<file path="config.mk">
export PLATFORM = sky130hd
export DESIGN_NAME = fars_top
export DESIGN_NICKNAME = d
export VERILOG_FILES = /design/src/shared/fars_pkg.sv /design/src/fars_tick.sv /design/src/fars_fault_class.sv /design/src/fars_top.sv
export SDC_FILE = /design/constraint.sdc
export NUM_CORES = 1
export LEC_CHECK = 0
export ABC_AREA = 1
export BUFFER_PORTS_ARGS = -buffer_cell sky130_fd_sc_hd__buf_2
export CAP_MARGIN = 10
export CORE_MARGIN = 1.5
export CORE_UTILIZATION = 55
export CTS_CLUSTER_SIZE = 14
export DETAILED_ROUTE_END_ITERATION = 10
export PLACE_DENSITY_LB_ADDON = 0.2
export SYNTH_ARGS = -nofsm -noshare
export SYNTH_HDL_FRONTEND = slang
export SYNTH_SLANG_ARGS = --single-unit
</file>
<file path="constraint.sdc">
create_clock -name clk -period 3.1 [get_ports clk]
set_input_delay 0 -clock clk [delete_from_list [all_inputs] [get_ports clk]]
set_output_delay 0 -clock clk [all_outputs]
set_load 0.01 [all_outputs]
</file>
<file path="src/shared/fars_pkg.sv">
// Package: constants and carrier types of the fault auto restart sequencer
package fars_pkg;

  ////////////////////////////////////////////////////////////////////////////////
  // Timing
  localparam int unsigned CLK_PERIOD_NS = 8;
  localparam int unsigned TICK_TIME_NS = 100_000_000;
  localparam int unsigned TICK_CYCLES = TICK_TIME_NS / CLK_PERIOD_NS;
  localparam int unsigned QUIET_TIME_S = 600;
  localparam logic [12:0] QUIET_TICKS = 13'(QUIET_TIME_S * 10);
  localparam int unsigned TW = 13;

  ////////////////////////////////////////////////////////////////////////////////
  // Register byte offsets
  localparam logic [4:0] OFS_CTRL = 5'h00;
  localparam logic [4:0] OFS_CONTINUE = 5'h04;
  localparam logic [4:0] OFS_INTERVAL = 5'h08;
  localparam logic [4:0] OFS_BASEBLOCK = 5'h0C;
  localparam logic [4:0] OFS_STATUS = 5'h10;
  localparam logic [4:0] OFS_COMMAND = 5'h14;
  localparam logic [4:0] OFS_IRQ_STATUS = 5'h18;
  localparam logic [4:0] OFS_IRQ_MASK = 5'h1C;

  ////////////////////////////////////////////////////////////////////////////////
  // Control, command and status field positions
  localparam int unsigned CTRL_LIMIT_LSB = 0;
  localparam int unsigned CTRL_FOUT_BIT = 4;
  localparam int unsigned CTRL_MODE_BIT = 5;
  localparam int unsigned CTRL_RIDE_LSB = 8;
  localparam int unsigned CTRL_DOUT_LSB = 16;
  localparam int unsigned CMD_RESET_BIT = 0;
  localparam int unsigned STAT_COUNT_LSB = 8;
  localparam int unsigned STAT_ELAPSED_LSB = 16;

  ////////////////////////////////////////////////////////////////////////////////
  // Reset values and limits (times in 0.1 s units)
  localparam logic [3:0] LIMIT_RESET = 4'h0;
  localparam logic [3:0] LIMIT_MAX = 4'hA;
  localparam logic [12:0] CONTINUE_RESET = 13'h0708;
  localparam logic [12:0] CONTINUE_MAX = 13'h1770;
  localparam logic [12:0] INTERVAL_RESET = 13'h0064;
  localparam logic [12:0] INTERVAL_MIN = 13'h0005;
  localparam logic [12:0] INTERVAL_MAX = 13'h1770;
  localparam logic [12:0] BASEBLOCK_RESET = 13'h0005;
  localparam logic [2:0] RIDE_MIN = 3'h1;
  localparam logic [2:0] RIDE_MAX = 3'h4;
  localparam logic [7:0] DOUT_FUNC_RESTART = 8'h1E;

  ////////////////////////////////////////////////////////////////////////////////
  // Interrupt events
  localparam int unsigned EV_RESTART = 0;
  localparam int unsigned EV_LOCKOUT = 1;
  localparam int unsigned EV_TIMEOUT = 2;
  localparam int unsigned EV_CLEARED = 3;
  localparam int unsigned EV_N = 4;

  typedef enum logic [2:0] {
    ST_RUN = 3'b000,
    ST_BASEBLOCK = 3'b001,
    ST_CHECK = 3'b010,
    ST_SEARCH = 3'b011,
    ST_INTERVAL = 3'b100,
    ST_LOCKOUT = 3'b101,
    ST_STOPPED = 3'b110
  } fars_state_t;

  typedef struct packed {
    logic other_fault;
    logic pull_out_fault;
    logic bus_undervoltage_fault;
    logic input_phase_loss_fault;
    logic bus_overvoltage_fault;
    logic overtorque_one_fault;
    logic drive_overload_fault;
    logic motor_overload_fault;
    logic drive_overheat_fault;
    logic overcurrent_fault;
    logic output_open_phase_fault;
    logic ground_fault;
  } fars_faults_t;

  typedef struct packed {
    logic [7:0] digital_output_function_select;
    logic [2:0] power_loss_ride_through_select;
    logic restart_count_mode;
    logic restart_fault_output_select;
    logic [3:0] restart_attempt_limit;
    logic [12:0] restart_continue_timeout;
    logic [12:0] restart_interval_time;
    logic [12:0] baseblock_time;
  } fars_cfg_t;

endpackage

</file>
<file path="src/fars_tick.sv">
// Prescaler producing the 0.1 s timer tick
`timescale 1ns/100ps
module fars_tick #(
  parameter int unsigned TICK_CYCLES = fars_pkg::TICK_CYCLES
) (
  // Clock and reset
  input wire logic clk,
  input wire logic arst_n,
  // Tick
  output logic tick
);

  logic [31:0] cnt;

  always_ff @(posedge clk or negedge arst_n) begin
    if (!arst_n) begin
      cnt <= 32'h00000000;
      tick <= 1'b0;
    end else if (cnt >= 32'(TICK_CYCLES - 1)) begin
      cnt <= 32'h00000000;
      tick <= 1'b1;
    end else begin
      cnt <= cnt + 32'h00000001;
      tick <= 1'b0;
    end
  end

endmodule

</file>
<file path="src/fars_fault_class.sv">
// Sorts the active faults into restartable and stopping ones
`timescale 1ns/100ps
module fars_fault_class (
  // Fault detectors
  input fars_pkg::fars_faults_t faults,
  input wire logic [2:0] ride_select,
  // Classification
  output logic any_fault,
  output logic restartable
);

  logic uv_ok;
  logic hard;

  always_comb begin
    uv_ok = (ride_select >= fars_pkg::RIDE_MIN) && (ride_select <= fars_pkg::RIDE_MAX);
    // Any fault outside the restartable set stops the drive
    hard = faults.other_fault || (faults.bus_undervoltage_fault && !uv_ok);
    any_fault = |faults;
    restartable = any_fault && !hard;
  end

endmodule

</file>
<file path="src/fars_top.sv">
// Fault auto restart sequencer with Avalon-MM register slave
`timescale 1ns/100ps
module fars_top #(
  parameter int unsigned TICK_CYCLES = fars_pkg::TICK_CYCLES
) (
  // Clock and reset
  input wire logic clk,
  input wire logic arst_n,
  // Avalon-MM slave
  input wire logic [4:0] avs_address,
  input wire logic avs_read,
  input wire logic avs_write,
  input wire logic [3:0] avs_byteenable,
  input wire logic [31:0] avs_writedata,
  output logic [31:0] avs_readdata,
  output logic avs_waitrequest,
  // Interrupt
  output logic irq,
  // Fault detectors and output stage
  input fars_pkg::fars_faults_t faults,
  input wire logic search_done,
  input wire logic search_fail,
  output logic baseblock,
  output logic speed_search_start,
  output logic drive_stop,
  output logic fault_relay_output,
  output logic digital_output
);

  ////////////////////////////////////////////////////////////////////////////////
  // Declarations
  localparam int unsigned EV_W = fars_pkg::EV_N;
  fars_pkg::fars_cfg_t cfg;
  fars_pkg::fars_state_t state;
  logic tick;
  logic any_fault;
  logic restartable;
  logic ack;
  logic wr_en;
  logic [31:0] wmask;
  logic [31:0] wdata;
  logic [EV_W-1:0] irq_status;
  logic [EV_W-1:0] irq_mask;
  logic [EV_W-1:0] ev;
  logic manual_reset;
  logic [3:0] count;
  logic [12:0] timer;
  logic [12:0] elapsed;
  logic [12:0] quiet;
  logic limit_hit;
  logic timed_out;
  logic restarting;
  logic start_try;
  logic try_ok;
  logic try_bad;
  logic to_lockout;
  logic quiet_clear;

  fars_tick #(
    .TICK_CYCLES(TICK_CYCLES)
  ) u_tick (
    .clk(clk),
    .arst_n(arst_n),
    .tick(tick)
  );

  fars_fault_class u_class (
    .faults(faults),
    .ride_select(cfg.power_loss_ride_through_select),
    .any_fault(any_fault),
    .restartable(restartable)
  );

  ////////////////////////////////////////////////////////////////////////////////
  // Avalon-MM slave: one wait state on every access
  assign avs_waitrequest = (avs_read || avs_write) && !ack;
  assign wr_en = avs_write && ack;
  assign manual_reset = wr_en && (avs_address == fars_pkg::OFS_COMMAND)
    && avs_byteenable[0] && avs_writedata[fars_pkg::CMD_RESET_BIT];

  always_comb begin
    for (int b = 0; b < 4; b++) begin
      wmask[8*b +: 8] = {8{avs_byteenable[b]}};
    end
    wdata = avs_writedata & wmask;
  end

  always_ff @(posedge clk or negedge arst_n) begin
    if (!arst_n) begin
      ack <= 1'b0;
    end else begin
      ack <= (avs_read || avs_write) && !ack;
    end
  end

  // Read data is loaded in the wait cycle so it stands when waitrequest drops
  always_ff @(posedge clk or negedge arst_n) begin
    if (!arst_n) begin
      avs_readdata <= 32'h00000000;
    end else if (avs_read && !ack) begin
      avs_readdata <= 32'h00000000;
      case (avs_address)
        fars_pkg::OFS_CTRL: begin
          avs_readdata[fars_pkg::CTRL_LIMIT_LSB +: 4] <= cfg.restart_attempt_limit;
          avs_readdata[fars_pkg::CTRL_FOUT_BIT] <= cfg.restart_fault_output_select;
          avs_readdata[fars_pkg::CTRL_MODE_BIT] <= cfg.restart_count_mode;
          avs_readdata[fars_pkg::CTRL_RIDE_LSB +: 3] <= cfg.power_loss_ride_through_select;
          avs_readdata[fars_pkg::CTRL_DOUT_LSB +: 8] <= cfg.digital_output_function_select;
        end
        fars_pkg::OFS_CONTINUE: avs_readdata[12:0] <= cfg.restart_continue_timeout;
        fars_pkg::OFS_INTERVAL: avs_readdata[12:0] <= cfg.restart_interval_time;
        fars_pkg::OFS_BASEBLOCK: avs_readdata[12:0] <= cfg.baseblock_time;
        fars_pkg::OFS_STATUS: begin
          avs_readdata[2:0] <= state;
          avs_readdata[fars_pkg::STAT_COUNT_LSB +: 4] <= count;
          avs_readdata[fars_pkg::STAT_ELAPSED_LSB +: 13] <= elapsed;
        end
        fars_pkg::OFS_IRQ_STATUS: avs_readdata[EV_W-1:0] <= irq_status;
        fars_pkg::OFS_IRQ_MASK: avs_readdata[EV_W-1:0] <= irq_mask;
        default: avs_readdata <= 32'h00000000;
      endcase
    end
  end

  ////////////////////////////////////////////////////////////////////////////////
  // Configuration registers, out-of-range limit, continue and interval values are clamped on write
  always_ff @(posedge clk or negedge arst_n) begin
    if (!arst_n) begin
      cfg.restart_attempt_limit <= fars_pkg::LIMIT_RESET;
      cfg.restart_fault_output_select <= 1'b0;
      cfg.restart_count_mode <= 1'b0;
      cfg.power_loss_ride_through_select <= 3'h0;
      cfg.digital_output_function_select <= 8'h00;
      cfg.restart_continue_timeout <= fars_pkg::CONTINUE_RESET;
      cfg.restart_interval_time <= fars_pkg::INTERVAL_RESET;
      cfg.baseblock_time <= fars_pkg::BASEBLOCK_RESET;
    end else if (wr_en) begin
      case (avs_address)
        fars_pkg::OFS_CTRL: begin
          if (avs_byteenable[0]) begin
            cfg.restart_attempt_limit <= (wdata[3:0] > fars_pkg::LIMIT_MAX) ?
              fars_pkg::LIMIT_MAX : wdata[3:0];
            cfg.restart_fault_output_select <= wdata[fars_pkg::CTRL_FOUT_BIT];
            cfg.restart_count_mode <= wdata[fars_pkg::CTRL_MODE_BIT];
          end
          if (avs_byteenable[1]) begin
            cfg.power_loss_ride_through_select <= wdata[fars_pkg::CTRL_RIDE_LSB +: 3];
          end
          if (avs_byteenable[2]) begin
            cfg.digital_output_function_select <= wdata[fars_pkg::CTRL_DOUT_LSB +: 8];
          end
        end
        fars_pkg::OFS_CONTINUE: begin
          if (avs_byteenable[0] || avs_byteenable[1]) begin
            cfg.restart_continue_timeout <= (wdata[12:0] > fars_pkg::CONTINUE_MAX) ?
              fars_pkg::CONTINUE_MAX : wdata[12:0];
          end
        end
        fars_pkg::OFS_INTERVAL: begin
          if (avs_byteenable[0] || avs_byteenable[1]) begin
            cfg.restart_interval_time <= (wdata[12:0] < fars_pkg::INTERVAL_MIN) ?
              fars_pkg::INTERVAL_MIN : (wdata[12:0] > fars_pkg::INTERVAL_MAX) ?
              fars_pkg::INTERVAL_MAX : wdata[12:0];
          end
        end
        fars_pkg::OFS_BASEBLOCK: begin
          if (avs_byteenable[0] || avs_byteenable[1]) begin
            cfg.baseblock_time <= wdata[12:0];
          end
        end
        default: ;
      endcase
    end
  end

  ////////////////////////////////////////////////////////////////////////////////
  // Sequencer decisions
  assign limit_hit = count >= cfg.restart_attempt_limit;
  assign restarting = (state == fars_pkg::ST_BASEBLOCK) || (state == fars_pkg::ST_CHECK)
    || (state == fars_pkg::ST_SEARCH) || (state == fars_pkg::ST_INTERVAL);
  assign timed_out = restarting && !cfg.restart_count_mode
    && (elapsed >= cfg.restart_continue_timeout);
  // A try is only made once the fault has cleared after baseblock
  assign start_try = (state == fars_pkg::ST_CHECK) && !timed_out && !any_fault
    && !(cfg.restart_count_mode && limit_hit);
  assign try_ok = (state == fars_pkg::ST_SEARCH) && search_done;
  assign try_bad = (state == fars_pkg::ST_SEARCH) && !search_done
    && (search_fail || any_fault);
  // A stopping fault in mid-restart must not wait for the check state
  assign to_lockout = (state != fars_pkg::ST_LOCKOUT) && (timed_out
    || (restarting && any_fault && !restartable)
    || (state == fars_pkg::ST_RUN && restartable && limit_hit)
    || (state == fars_pkg::ST_CHECK && cfg.restart_count_mode && limit_hit));

  always_ff @(posedge clk or negedge arst_n) begin
    if (!arst_n) begin
      state <= fars_pkg::ST_RUN;
      timer <= 13'h0000;
    end else begin
      unique case (state)
        fars_pkg::ST_RUN: begin
          if (any_fault && !restartable) begin
            state <= fars_pkg::ST_STOPPED;
          end else if (to_lockout) begin
            state <= fars_pkg::ST_LOCKOUT;
          end else if (restartable) begin
            state <= fars_pkg::ST_BASEBLOCK;
            timer <= cfg.baseblock_time;
          end
        end
        fars_pkg::ST_BASEBLOCK: begin
          if (to_lockout) begin
            state <= fars_pkg::ST_LOCKOUT;
          end else if (timer == 13'h0000) begin
            state <= fars_pkg::ST_CHECK;
          end else if (tick) begin
            timer <= timer - 13'h0001;
          end
        end
        fars_pkg::ST_CHECK: begin
          if (to_lockout) begin
            state <= fars_pkg::ST_LOCKOUT;
          end else if (any_fault && !restartable) begin
            state <= fars_pkg::ST_STOPPED;
          end else if (any_fault && cfg.restart_count_mode) begin
            state <= fars_pkg::ST_INTERVAL;
            timer <= cfg.restart_interval_time;
          end else if (start_try) begin
            state <= fars_pkg::ST_SEARCH;
          end
        end
        fars_pkg::ST_SEARCH: begin
          if (to_lockout) begin
            state <= fars_pkg::ST_LOCKOUT;
          end else if (try_ok) begin
            state <= fars_pkg::ST_RUN;
          end else if (try_bad && cfg.restart_count_mode) begin
            state <= fars_pkg::ST_INTERVAL;
            timer <= cfg.restart_interval_time;
          end else if (try_bad) begin
            // Continuous retry goes straight back through baseblock
            state <= fars_pkg::ST_BASEBLOCK;
            timer <= cfg.baseblock_time;
          end
        end
        fars_pkg::ST_INTERVAL: begin
          if (to_lockout) begin
            state <= fars_pkg::ST_LOCKOUT;
          end else if (timer == 13'h0000) begin
            state <= fars_pkg::ST_BASEBLOCK;
            timer <= cfg.baseblock_time;
          end else if (tick) begin
            timer <= timer - 13'h0001;
          end
        end
        fars_pkg::ST_LOCKOUT, fars_pkg::ST_STOPPED: begin
          if (manual_reset && !any_fault) begin
            state <= fars_pkg::ST_RUN;
          end
        end
        default: state <= fars_pkg::ST_STOPPED;
      endcase
    end
  end

  ////////////////////////////////////////////////////////////////////////////////
  // Restart counter and its clearing
  assign quiet_clear = (state == fars_pkg::ST_RUN) && tick
    && (count != 4'h0) && (quiet >= fars_pkg::QUIET_TICKS - 13'h0001);

  always_ff @(posedge clk or negedge arst_n) begin
    if (!arst_n) begin
      count <= 4'h0;
    end else if (manual_reset || quiet_clear) begin
      count <= 4'h0;
    end else if (start_try && state == fars_pkg::ST_CHECK && cfg.restart_count_mode) begin
      count <= count + 4'h1;
    end else if (try_ok && !cfg.restart_count_mode) begin
      count <= count + 4'h1;
    end
  end

  always_ff @(posedge clk or negedge arst_n) begin
    if (!arst_n) begin
      quiet <= 13'h0000;
    end else if (state != fars_pkg::ST_RUN || any_fault || count == 4'h0) begin
      quiet <= 13'h0000;
    end else if (tick && quiet < fars_pkg::QUIET_TICKS) begin
      quiet <= quiet + 13'h0001;
    end
  end

  // Time spent restarting since the fault, for the continue timeout
  always_ff @(posedge clk or negedge arst_n) begin
    if (!arst_n) begin
      elapsed <= 13'h0000;
    end else if (!restarting) begin
      elapsed <= 13'h0000;
    end else if (tick && elapsed != 13'h1FFF) begin
      elapsed <= elapsed + 13'h0001;
    end
  end

  ////////////////////////////////////////////////////////////////////////////////
  // Outputs to the output stage and terminals
  always_ff @(posedge clk or negedge arst_n) begin
    if (!arst_n) begin
      baseblock <= 1'b0;
      speed_search_start <= 1'b0;
      drive_stop <= 1'b0;
      fault_relay_output <= 1'b0;
      digital_output <= 1'b0;
    end else begin
      baseblock <= restarting && (state != fars_pkg::ST_SEARCH) && !start_try;
      speed_search_start <= start_try && (state == fars_pkg::ST_CHECK)
        && !(any_fault && !restartable);
      drive_stop <= (state == fars_pkg::ST_LOCKOUT) || (state == fars_pkg::ST_STOPPED);
      fault_relay_output <= (state == fars_pkg::ST_LOCKOUT) || (state == fars_pkg::ST_STOPPED)
        || (restarting && cfg.restart_fault_output_select);
      digital_output <= (cfg.digital_output_function_select == fars_pkg::DOUT_FUNC_RESTART)
        && (restarting || (state == fars_pkg::ST_RUN && !limit_hit));
    end
  end

  ////////////////////////////////////////////////////////////////////////////////
  // Interrupts: sticky events, write one to clear, a new event wins the clear
  always_comb begin
    ev = '0;
    ev[fars_pkg::EV_RESTART] = speed_search_start;
    ev[fars_pkg::EV_LOCKOUT] = to_lockout || (state == fars_pkg::ST_RUN && any_fault
      && !restartable);
    ev[fars_pkg::EV_TIMEOUT] = timed_out;
    ev[fars_pkg::EV_CLEARED] = quiet_clear;
  end

  always_ff @(posedge clk or negedge arst_n) begin
    if (!arst_n) begin
      irq_status <= '0;
      irq_mask <= '0;
    end else begin
      if (wr_en && avs_address == fars_pkg::OFS_IRQ_STATUS) begin
        irq_status <= (irq_status & ~wdata[EV_W-1:0]) | ev;
      end else begin
        irq_status <= irq_status | ev;
      end
      if (wr_en && avs_address == fars_pkg::OFS_IRQ_MASK) begin
        irq_mask <= wdata[EV_W-1:0];
      end
    end
  end

  assign irq = |(irq_status & irq_mask);

endmodule

</file>
==> impl_metrics.yaml, run 1 <==
drt:
  drc: 0
  dr.first_iter.drc_count: 636
  vias: 8306
  dr.pass1.iters: 7
  totalWireLength_um: 23700
  drtAntennaViolNets: 0
  viasPerCell: 5.51
  wl_per_cell_um: 15.7
yosys:
  avgSynthCellArea_um2: 8.04
  synthAdderAreaFrac: 0.0307
  syn-cell-area_um2: 9380
  synth.distinct_cells: 58
  synth_top_flop_cell: "dfrtp_1"
  synth_edf_count: 0
  synthCells: 1167
  synth_compound_area_frac: 0.157
  ys_ff_latch: 175
  synth_top_family_by_area: "simple AND/OR/NAND/NOR gates"
  ys_warn_count: 0
  yosys.area_share.xor_xnor: 0.0103
  yosys.area_share.simple: 0.251
  synth_mux_area_frac: 0
  yosysSeqAreaShare: 0.468
  async_flop_share: 1.00
worst_setup_path:
  critical_path_class: "flip-flop to flip-flop"
  worstPathRequired_ps: 3450
  path_cells: "inv_1 -> ha_1 -> nand2_1 -> nor2_1 -> nand2_1 -> nor2_1 -> nor2_1 -> nand3_1 -> nand2_4 -> nand4_4 -> nor2_8 -> nand2_1 -> o21ai_1"
  path_max_fanout: 24
  arrival_ps: 2820
  critPathMaxStageDelay_ps: 550
  crit_buf_inv: 1
  crit_slowest_cell: "dfstp_2"
  cp-start-kind: "flip-flop"
  rrSetupSlack_ps: 620
  crit_family: "simple AND/OR/NAND/NOR gates"
  reg2reg_from: "cfg[34]$_DFFE_PN1P_"
  crit_path_start: "cfg[34]$_DFFE_PN1P_"
  r2r_end: "timer[1]$_DFFE_PN0P_"
  reg2reg_depth: 13
  worstSetupEndpointType: "flip-flop"
layout:
  layout-drive-gt1-share: 0.140
  fillers: 1396
  num_antenna_cells: 0
  areaGrowthSynthToFinish_pct: 15.9
  mostFrequentLayoutCells: "nand2_1 (262), dfrtp_1 (166), inv_1 (143), o21ai_0 (125), nor2_1 (101)"
  nets: 1358
  mostFrequentLayoutCell: "nand2_1"
timing:
  setup_violations: 0
  fmax_mhz: 404
  finalSetupTns_ps: 0
  rsz0062_at_grt: "false"
  relSlewSlack: 0.521
  final_max_slew_viol_count: 0
  period_share: 0.799
  worst_pin_slew_ps: 718
  finalCriticalPeriod_ps: 2480
  skew_ps: 8.09
  hold_viol: 0
clocking:
  cts.htree.levels: 4
  ctsResizeCount: 0
  cts_root_buffer: "clkbuf_16"
  clockBufferDepth: 2
  hold_buffers: 27
  cts_sinks: 175
  cts_made_buffers: 17
  clk_latency_ps: 430
  cts_tree: "done"
  clk_pin_slew_ps: 70
  post_cts_buffers: 0
hold_path:
  min_path_type: "input pin to flip-flop"
  min-delay-start: "avs_byteenable[1]"
  min_to: "cfg[24]$_DFFE_PN0P_"
  hold_depth: 3
global_route:
  grt_pass1_vias: 7810
  grt_usage: 0.276
  grt_max_degree: 79
  antenna_found_initial: 0
  grt_pass1_wl_um: 38700
  gr-total-overflow: 0
place:
  place.gp.congestion: 0.924
  hpwl_um: 17400
  numPortBuffers: 79
die:
  die-area_um2: 17900
  rows: 47
  ios: 98
  coreArea_um2: 16600
  initial_core_util: 0.564
  die_w_um: 134
  die_y_um: 134
power:
  p_leak_uw: 0.00519
  combinationalPowerShare: 0.293
  internal-power_uw: 4630
  powerDensity_nw_per_um2: 652
  swShare: 0.347
  seq_power_share: 0.380
  p_switching_uw: 2460
  peakVddDrop_mv: 0.427
  finalPower_uw: 7080
  pwr-share-clk: 0.327
run:
  cap_viol_max_count: 0
run_status:
  status: "finished clean"
cell usage after synthesis (3+ instances only):
master | n | area share
nand2_1 | 262 | 0.10
dfrtp_1 | 166 | 0.44
inv_1 | 143 | 0.057
o21ai_0 | 125 | 0.067
nor2_1 | 101 | 0.040
nand3_1 | 59 | 0.031
a21oi_1 | 57 | 0.030
nor3_1 | 30 | 0.016
ha_1 | 23 | 0.031
nand4_1 | 14 | 0.0093
clkbuf_1 | 13 | 0.0052
a22oi_1 | 11 | 0.0088
o22ai_1 | 10 | 0.0067
xor2_1 | 10 | 0.0093
buf_4 | 9 | 0.0072
dfstp_2 | 9 | 0.025
o21ai_2 | 9 | 0.0084
a221oi_1 | 8 | 0.0075
buf_2 | 8 | 0.0043
nand2_2 | 8 | 0.0053
a31oi_1 | 7 | 0.0047
inv_2 | 7 | 0.0028
nor2_2 | 6 | 0.0040
nor3b_1 | 6 | 0.0048
o21ai_1 | 6 | 0.0032
a211oi_1 | 5 | 0.0040
nand3_2 | 5 | 0.0053
nor2_4 | 5 | 0.0060
nor4_1 | 5 | 0.0033
clkinv_1 | 3 | 0.0012
nor3_4 | 3 | 0.0052
o211ai_1 | 3 | 0.0024
o21a_1 | 3 | 0.0024
cell type report:
cell class,count,area [um2],share of cell area
sequential,175,4390,0.404
clock inverter,9,155,0.0143
clock buffer,22,484,0.0445
inverter,154,581,0.0534
multi-input combinational,817,4260,0.392
tap,220,275,0.0253
timing repair buffer,111,722,0.0664
routing by layer:
layer  wire length [um]  global-route usage
met5                  0                   0
met4                552              0.0966
met3               1760              0.0559
met2              10900               0.430
met1              10600               0.386
worst register-to-register path, cell delays in order (launching register included):
cell and delay, ps:
dfstp_2 550, inv_1 40, ha_1 290, nand2_1 90
nor2_1 50, nand2_1 80, nor2_1 50, nor2_1 100
nand3_1 210, nand2_4 170, nand4_4 170, nor2_8 390
nand2_1 110, o21ai_1 100
how the worst max path moves through the flow:
stage,endpoint,slack [ps],cells past startpoint
2_1_floorplan,state[0]$_DFFE_PN0P_,1130,16
3_3_place_gp,timer[9]$_DFFE_PN0P_,760,13
3_5_place_dp,timer[1]$_DFFE_PN0P_,690,13
4_1_cts,timer[1]$_DFFE_PN0P_,650,13
5_1_grt,timer[4]$_DFFE_PN0P_,440,13
6_report,timer[1]$_DFFE_PN0P_,620,13
cells by family (layout without fill, tap and decap cells):
group / Yosys count / in the layout
AOI/OAI and AO/OA: 254 / 254
xor gates and xnor gates: 11 / 11
adders and majority gates: 23 / 23
buffers and inverters: 188 / 296
DFF: 175 / 175
other: 1 / 14
and+or+nand+nor: 515 / 515
per-stage QoR:
stage / std cells / hold slack, ps / setup WS (ps) / utilization / area [um2]
2_1_floorplan: 1180 / -296 / 1130 / - / 9430
3_3_place_gp: 1450 / 86.0 / 756 / 0.599 / 9960
3_5_place_dp: 1450 / 86.5 / 690 / 0.599 / 9960
4_1_cts: 1508 / 16.5 / 655 / 0.653 / 10900
5_1_grt: 1508 / 68.0 / 445 / 0.653 / 10900
6_report: 1508 / 46.7 / 624 / 0.653 / 10900
sequential cells by signal (all words and copies together), names as in the netlist:
signal              count
cfg                    56
u_tick.cnt             32
avs_readdata           26
elapsed                13
quiet                  13
timer                  13
count                   4
irq_mask                4
irq_status              4
state                   3
ack                     1
baseblock               1
digital_output          1
drive_stop              1
fault_relay_output      1
speed_search_start      1
u_tick.tick             1
power groups by stage:
| stage | clock, uW | combinational, uW | sequential (uW) |
|---|---|---|---|
| floorplan | 0 | 1590 | 2690 |
| global placement | 0 | 1990 | 2720 |
| detailed placement | 0 | 2030 | 2730 |
| CTS | 2340 | 2060 | 2690 |
| global route | 2440 | 2330 | 2720 |
| finish | 2320 | 2070 | 2690 |
Note: power is estimated with default switching activity, not from simulation.
==> run 2: changes to the inputs <==
--- a/config.mk
+++ b/config.mk
@@ -9,7 +9,7 @@
 export BUFFER_PORTS_ARGS = -buffer_cell sky130_fd_sc_hd__buf_2
 export CAP_MARGIN = 10
 export CORE_MARGIN = 1.5
-export CORE_UTILIZATION = 55
+export CORE_UTILIZATION = 54
 export CTS_CLUSTER_SIZE = 14
 export DETAILED_ROUTE_END_ITERATION = 10
 export PLACE_DENSITY_LB_ADDON = 0.2
==> constraint.sdc (replaced) <==
create_clock -name clk -period 2.1 [get_ports clk]
set_input_delay 0 -clock clk [delete_from_list [all_inputs] [get_ports clk]]
set_output_delay 0 -clock clk [all_outputs]
set_load 0.01 [all_outputs]
==> impl_metrics.yaml, run 2 (synthesis results as in run 1) <==
run_status:
  status: "finished with violations"
  violations: "negative setup slack"
drt:
  vias: 8631
  viasPerCell: 5.48
  totalWireLength_um: 25700
  wl_per_cell_um: 16.3
  drc: 0
  drtAntennaViolNets: 0
  dr.first_iter.drc_count: 648
  dr.pass1.iters: 5
worst_setup_path:
  cp-start-kind: "flip-flop"
  arrival_ps: 2560
  worstPathRequired_ps: 2420
  rrSetupSlack_ps: -140
  critPathMaxStageDelay_ps: 560
  path_max_fanout: 5
  crit_family: "simple AND/OR/NAND/NOR gates"
  crit_buf_inv: 3
  critical_path_class: "flip-flop to flip-flop"
  crit_slowest_cell: "dfstp_2"
  worstSetupEndpointType: "flip-flop"
  path_cells: "inv_2 -> ha_4 -> nand2_2 -> nor2_4 -> nand2_2 -> nor2_2 -> nor2_2 -> nand3_2 -> nand2_4 -> buf_6 -> nand3_4 -> nor2_4 -> buf_4 -> a21oi_2 -> nand3_1 -> nand2_1 -> nand2_1"
die:
  die_y_um: 135
  ios: 98
  die_w_um: 135
  coreArea_um2: 17100
  die-area_um2: 18200
  initial_core_util: 0.548
  rows: 48
timing:
  rsz0062_at_grt: "true"
  finalCriticalPeriod_ps: 2240
  worst_pin_slew_ps: 633
  hold_viol: 0
  period_share: 1.07
  relSlewSlack: 0.578
  fmax_mhz: 447
  final_max_slew_viol_count: 0
  setup_violations: 16
  finalSetupTns_ps: -1710
  worst_hold_slack_ps: 33.4
  skew_ps: 13.8
  worst_slack_ps: -138
place:
  hpwl_um: 19100
  placed_area_um2: 10400
  placedCellCount: 1508
  place.gp.congestion: 0.937
  numPortBuffers: 79
global_route:
  gr-total-overflow: 0
  grt_max_degree: 63
  antenna_found_initial: 0
  grt_pass1_vias: 8328
  grt_pass1_wl_um: 42000
  grt_usage: 0.298
layout:
  mostFrequentLayoutCell: "nand2_1"
  layout-drive-gt1-share: 0.218
  mostFrequentLayoutCells: "nand2_1 (240), dfrtp_1 (166), inv_1 (138), o21ai_0 (120), nor2_1 (93)"
  largest_register: "cfg"
  nets: 1420
  largest_reg_flops: 56
  areaGrowthSynthToFinish_pct: 24.2
  design_area_um2: 11700
  final_util: 0.681
  reg.largest.list: "cfg (56), u_tick.cnt (32), avs_readdata (26)"
  fin_cells: 1576
  num_antenna_cells: 0
clocking:
  cts_root_buffer: "clkbuf_16"
  clk_pin_slew_ps: 70
  cts_tree: "done"
  cts.htree.levels: 4
  cts_sinks: 175
  clockBufferDepth: 2
  cts_made_buffers: 17
  clk_latency_ps: 430
run:
  cap_viol_max_count: 0
hold_path:
  min_path_type: "input pin to flip-flop"
power:
  p_leak_uw: 0.00565
  powerDensity_nw_per_um2: 994
  peakVddDrop_mv: 0.692
## run 2: cell types whose count changed in the layout (fill, tap and decap cells not counted), sizes merged
cell,before,now
bufinv,4,3
buf,84,146
clkbuf,22,20
clkinv,6,9
inv,152,153
## run 2: where the power goes
| group | internal (uW) | switching, uW |
|---|---|---|
| registers | 3710 | 250 |
| clock network | 1940 | 1360 |
| logic | 1750 | 2560 |
## run 2: stage by stage
step                      worst slack [ps]  total power, uW
after global routing                  -285            12200
after detailed placement              -193             7580
after global placement                -132             7520
after floorplan                        126             6320
final                                 -138            11600
after CTS                             -113            11600
## run 2: worst paths after layout
| path | from | to | depth (start not counted) |
|---|---|---|---|
| max | cfg[35]$_DFFE_PN1P_ | state[1]$_DFFE_PN0P_ | 17 |
| min | avs_byteenable[0] | cfg[15]$_DFFE_PN1P_ | 3 |
| max reg2reg | cfg[35]$_DFFE_PN1P_ | state[1]$_DFFE_PN0P_ | 17 |
| min reg2reg | quiet[11]$_DFFE_PN0P_ | quiet[11]$_DFFE_PN0P_ | 1 |
| max in group asynchronous | arst_n | cfg[0]$_DFFE_PN1P_ | 3 |
| min in group asynchronous | arst_n | timer[7]$_DFFE_PN0P_ | 2 |
## run 2: final cells by class
type	instances	area, um2
fillers	1433	5460
multi-input cells	817	4510
flip-flops and latches	175	4390
repair buffers	173	1280
inverters	154	581
clock buffers	20	457
well taps	225	282
clock inverters	12	156
## run 2: tightest hold or removal path, cell delays in order
cell and delay (ps):
buf_2 220, nand3_1 160, a22oi_1 70
## run 2: routing by layer
| metal | global-route usage | wire (um) |
|---|---|---|
| met5 | 0 | 0 |
| met4 | 0.113 | 612 |
| met3 | 0.0522 | 1550 |
| met2 | 0.469 | 12200 |
| met1 | 0.414 | 11400 |
## run 2: what timing repair did
action,in CTS,in global routing
cloned,2,0
setup buffers,5,4
pin swaps,31,17
hold buffers,27,0
resized for setup,47,27
endpoints found under the setup margin,17,43
endpoints found under the hold margin,100,0
==> run 3: changes to the inputs <==
--- a/config.mk
+++ b/config.mk
@@ -13,6 +13,8 @@
 export CTS_CLUSTER_SIZE = 14
 export DETAILED_ROUTE_END_ITERATION = 10
 export PLACE_DENSITY_LB_ADDON = 0.2
+export SKIP_LAST_GASP = 1
 export SYNTH_ARGS = -nofsm -noshare
 export SYNTH_HDL_FRONTEND = slang
+export SYNTH_HIERARCHICAL = 1
 export SYNTH_SLANG_ARGS = --single-unit
==> impl_metrics.yaml, run 3 <==
clocking:
  clk_pin_slew_ps: 70
  cts_made_buffers: 17
  clockBufferDepth: 2
  clk_latency_ps: 440
  cts_tree: "done"
  cts.htree.levels: 4
  cts_sinks: 175
  cts_root_buffer: "clkbuf_16"
hold_path:
  min-delay-start: "avs_byteenable[2]"
  min_path_type: "input pin to flip-flop"
drt:
  vias: 9109
  totalWireLength_um: 27200
  viasPerCell: 5.44
  dr.first_iter.drc_count: 770
  dr.pass1.iters: 5
  drtAntennaViolNets: 0
  drc: 0
  wl_per_cell_um: 16.2
timing:
  finalCriticalPeriod_ps: 2270
  setup_violations: 16
  relSlewSlack: 0.341
  hold_viol: 0
  final_max_slew_viol_count: 0
  period_share: 1.08
  worst_pin_slew_ps: 987
  skew_ps: 12.5
  fmax_mhz: 440
  rsz0062_at_grt: "true"
  worst_slack_ps: -171
layout:
  fin_cells: 1673
  largest_reg_flops: 56
  layout-drive-gt1-share: 0.198
  nets: 1517
  areaGrowthSynthToFinish_pct: 24.7
  num_antenna_cells: 0
  largest_register: "cfg"
  mostFrequentLayoutCells: "nand2_1 (298), dfrtp_1 (165), nor2_1 (155), inv_1 (141), o21ai_0 (86)"
  reg.largest.list: "cfg (56), u_tick/cnt (32), avs_readdata (26)"
  mostFrequentLayoutCell: "nand2_1"
die:
  initial_core_util: 0.554
  rows: 48
  ios: 98
  die_w_um: 136
  die-area_um2: 18500
  die_y_um: 136
  coreArea_um2: 17300
worst_setup_path:
  worstPathRequired_ps: 2470
  crit_path_start: "cfg[36]$_DFFE_PN1P_"
  arrival_ps: 2640
  worstSetupEndpointType: "flip-flop"
  cp-start-kind: "flip-flop"
  path_max_fanout: 6
  critical_path_class: "flip-flop to flip-flop"
  reg2reg_from: "cfg[36]$_DFFE_PN1P_"
global_route:
  grt_usage: 0.302
  gr-total-overflow: 0
  antenna_found_initial: 0
  grt_max_degree: 57
  grt_pass1_wl_um: 43100
  grt_pass1_vias: 8431
yosys:
  synth.distinct_cells: 47
  synthCells: 1262
  ys_warn_count: 6
  async_flop_share: 1.00
  yosysSeqAreaShare: 0.459
  synth_area_leaders: "dfrtp_1 (43%), nand2_1 (12%), nor2_1 (6.5%)"
  synth.most_common_cell: "nand2_1"
  synth_edf_count: 0
  synth_top_area_frac: 0.434
  ys_ff_latch: 175
  yosysTopAreaCell: "dfrtp_1"
  avgSynthCellArea_um2: 7.59
  synthTopCellsByCount: "nand2_1 (317), dfrtp_1 (166), nor2_1 (166)"
  synth_top_flop_cell: "dfrtp_1"
  syn-cell-area_um2: 9570
place:
  placedCellCount: 1606
  hpwl_um: 19500
  numPortBuffers: 79
  place.gp.congestion: 0.938
  post-place-ws_ps: -190
power:
  peakVddDrop_mv: 0.788
  finalPower_uw: 12100
  p_leak_uw: 0.00565
  powerDensity_nw_per_um2: 1010
run_status:
  status: "finished with violations"
  violations: "negative setup slack"
run:
  cap_viol_max_count: 0
-- run 3: cell type report --
type	instances	area [um2]
Clock buffer	17	425
Clock inverter	15	231
Fill cell	1409	5350
Inverter	160	601
Multi-Input combinational cell	904	4670
Sequential cell	175	4390
Tap cell	225	282
Timing Repair Buffer	177	1350
-- run 3: worst paths after layout --
path / to / slack (ps) / depth (start not counted)
min reg2reg: u_tick/cnt[0]$_DFF_PN0_ / 480 / 1
max: timer[6]$_DFFE_PN0P_ / -170 / 16
min in group asynchronous: cfg[7]$_DFFE_PN0P_ / 100 / 2
min: cfg[53]$_DFFE_PN0P_ / 40 / 4
max in group asynchronous: speed_search_start$_DFF_PN0_ / 1230 / 3
max reg2reg: timer[6]$_DFFE_PN0P_ / -170 / 16
-- run 3: routing by layer --
metal  routed length [um]  share of wire  track usage
met1                11900           0.44        0.422
met2                12500           0.46        0.467
met3                 2140          0.079       0.0708
met4                  557          0.021       0.0922
met5                    0              0            0
-- run 3: worst max-delay path, stage by stage (launching register included) --
cell     delay [ps]
dfstp_2         540
inv_2            50
ha_4            210
nand2_2          60
nand2_1          60
nand3_1          70
nand2_1          60
nor2_2          120
nand3_2         100
nand2_2          80
nand4_1         120
buf_4           190
nor2_4          120
buf_12          150
buf_12          120
nand2_1          60
o21ai_1          70
-- run 3: logic make-up after synthesis --
logic type                 after synthesis  synth area share
and+or+nand+nor                        603             0.262
AOI/OAI and AO/OA                      234             0.138
buffers and inverters                  195            0.0823
DFF                                    175             0.459
xor gates and xnor gates                26            0.0238
adders and majority gates               23            0.0301
muxes                                    4           0.00470
other                                    2          0.000784
-- run 3: what timing repair did --
item                                    in CTS  in global routing
cloned                                       2                  1
hold buffers                                25                  0
buffers inserted                             1                  6
gates resized for setup                     11                 58
endpoints found under the setup margin      17                 33
pin swaps                                   15                 16
hold endpoints to repair                   125                  0
-- run 3: power by group --
group          total, uW  switching [uW]  internal (uW)
logic               4450            2510           1940
clock network       3570            1440           2130
registers           4060             305           3760
total              12100            4260           7830
-- run 3: per-stage QoR --
stage	hold slack (ps)	util	area [um2]	TNS, ps
floorplan	-296	-	9620	0
global placement	7.14	0.616	10700	-1080
finish	35.2	0.690	11900	-2370
global route	36.4	0.690	11900	-4090
CTS	7.65	0.675	11700	-2760
detailed placement	7.89	0.616	10700	-2740
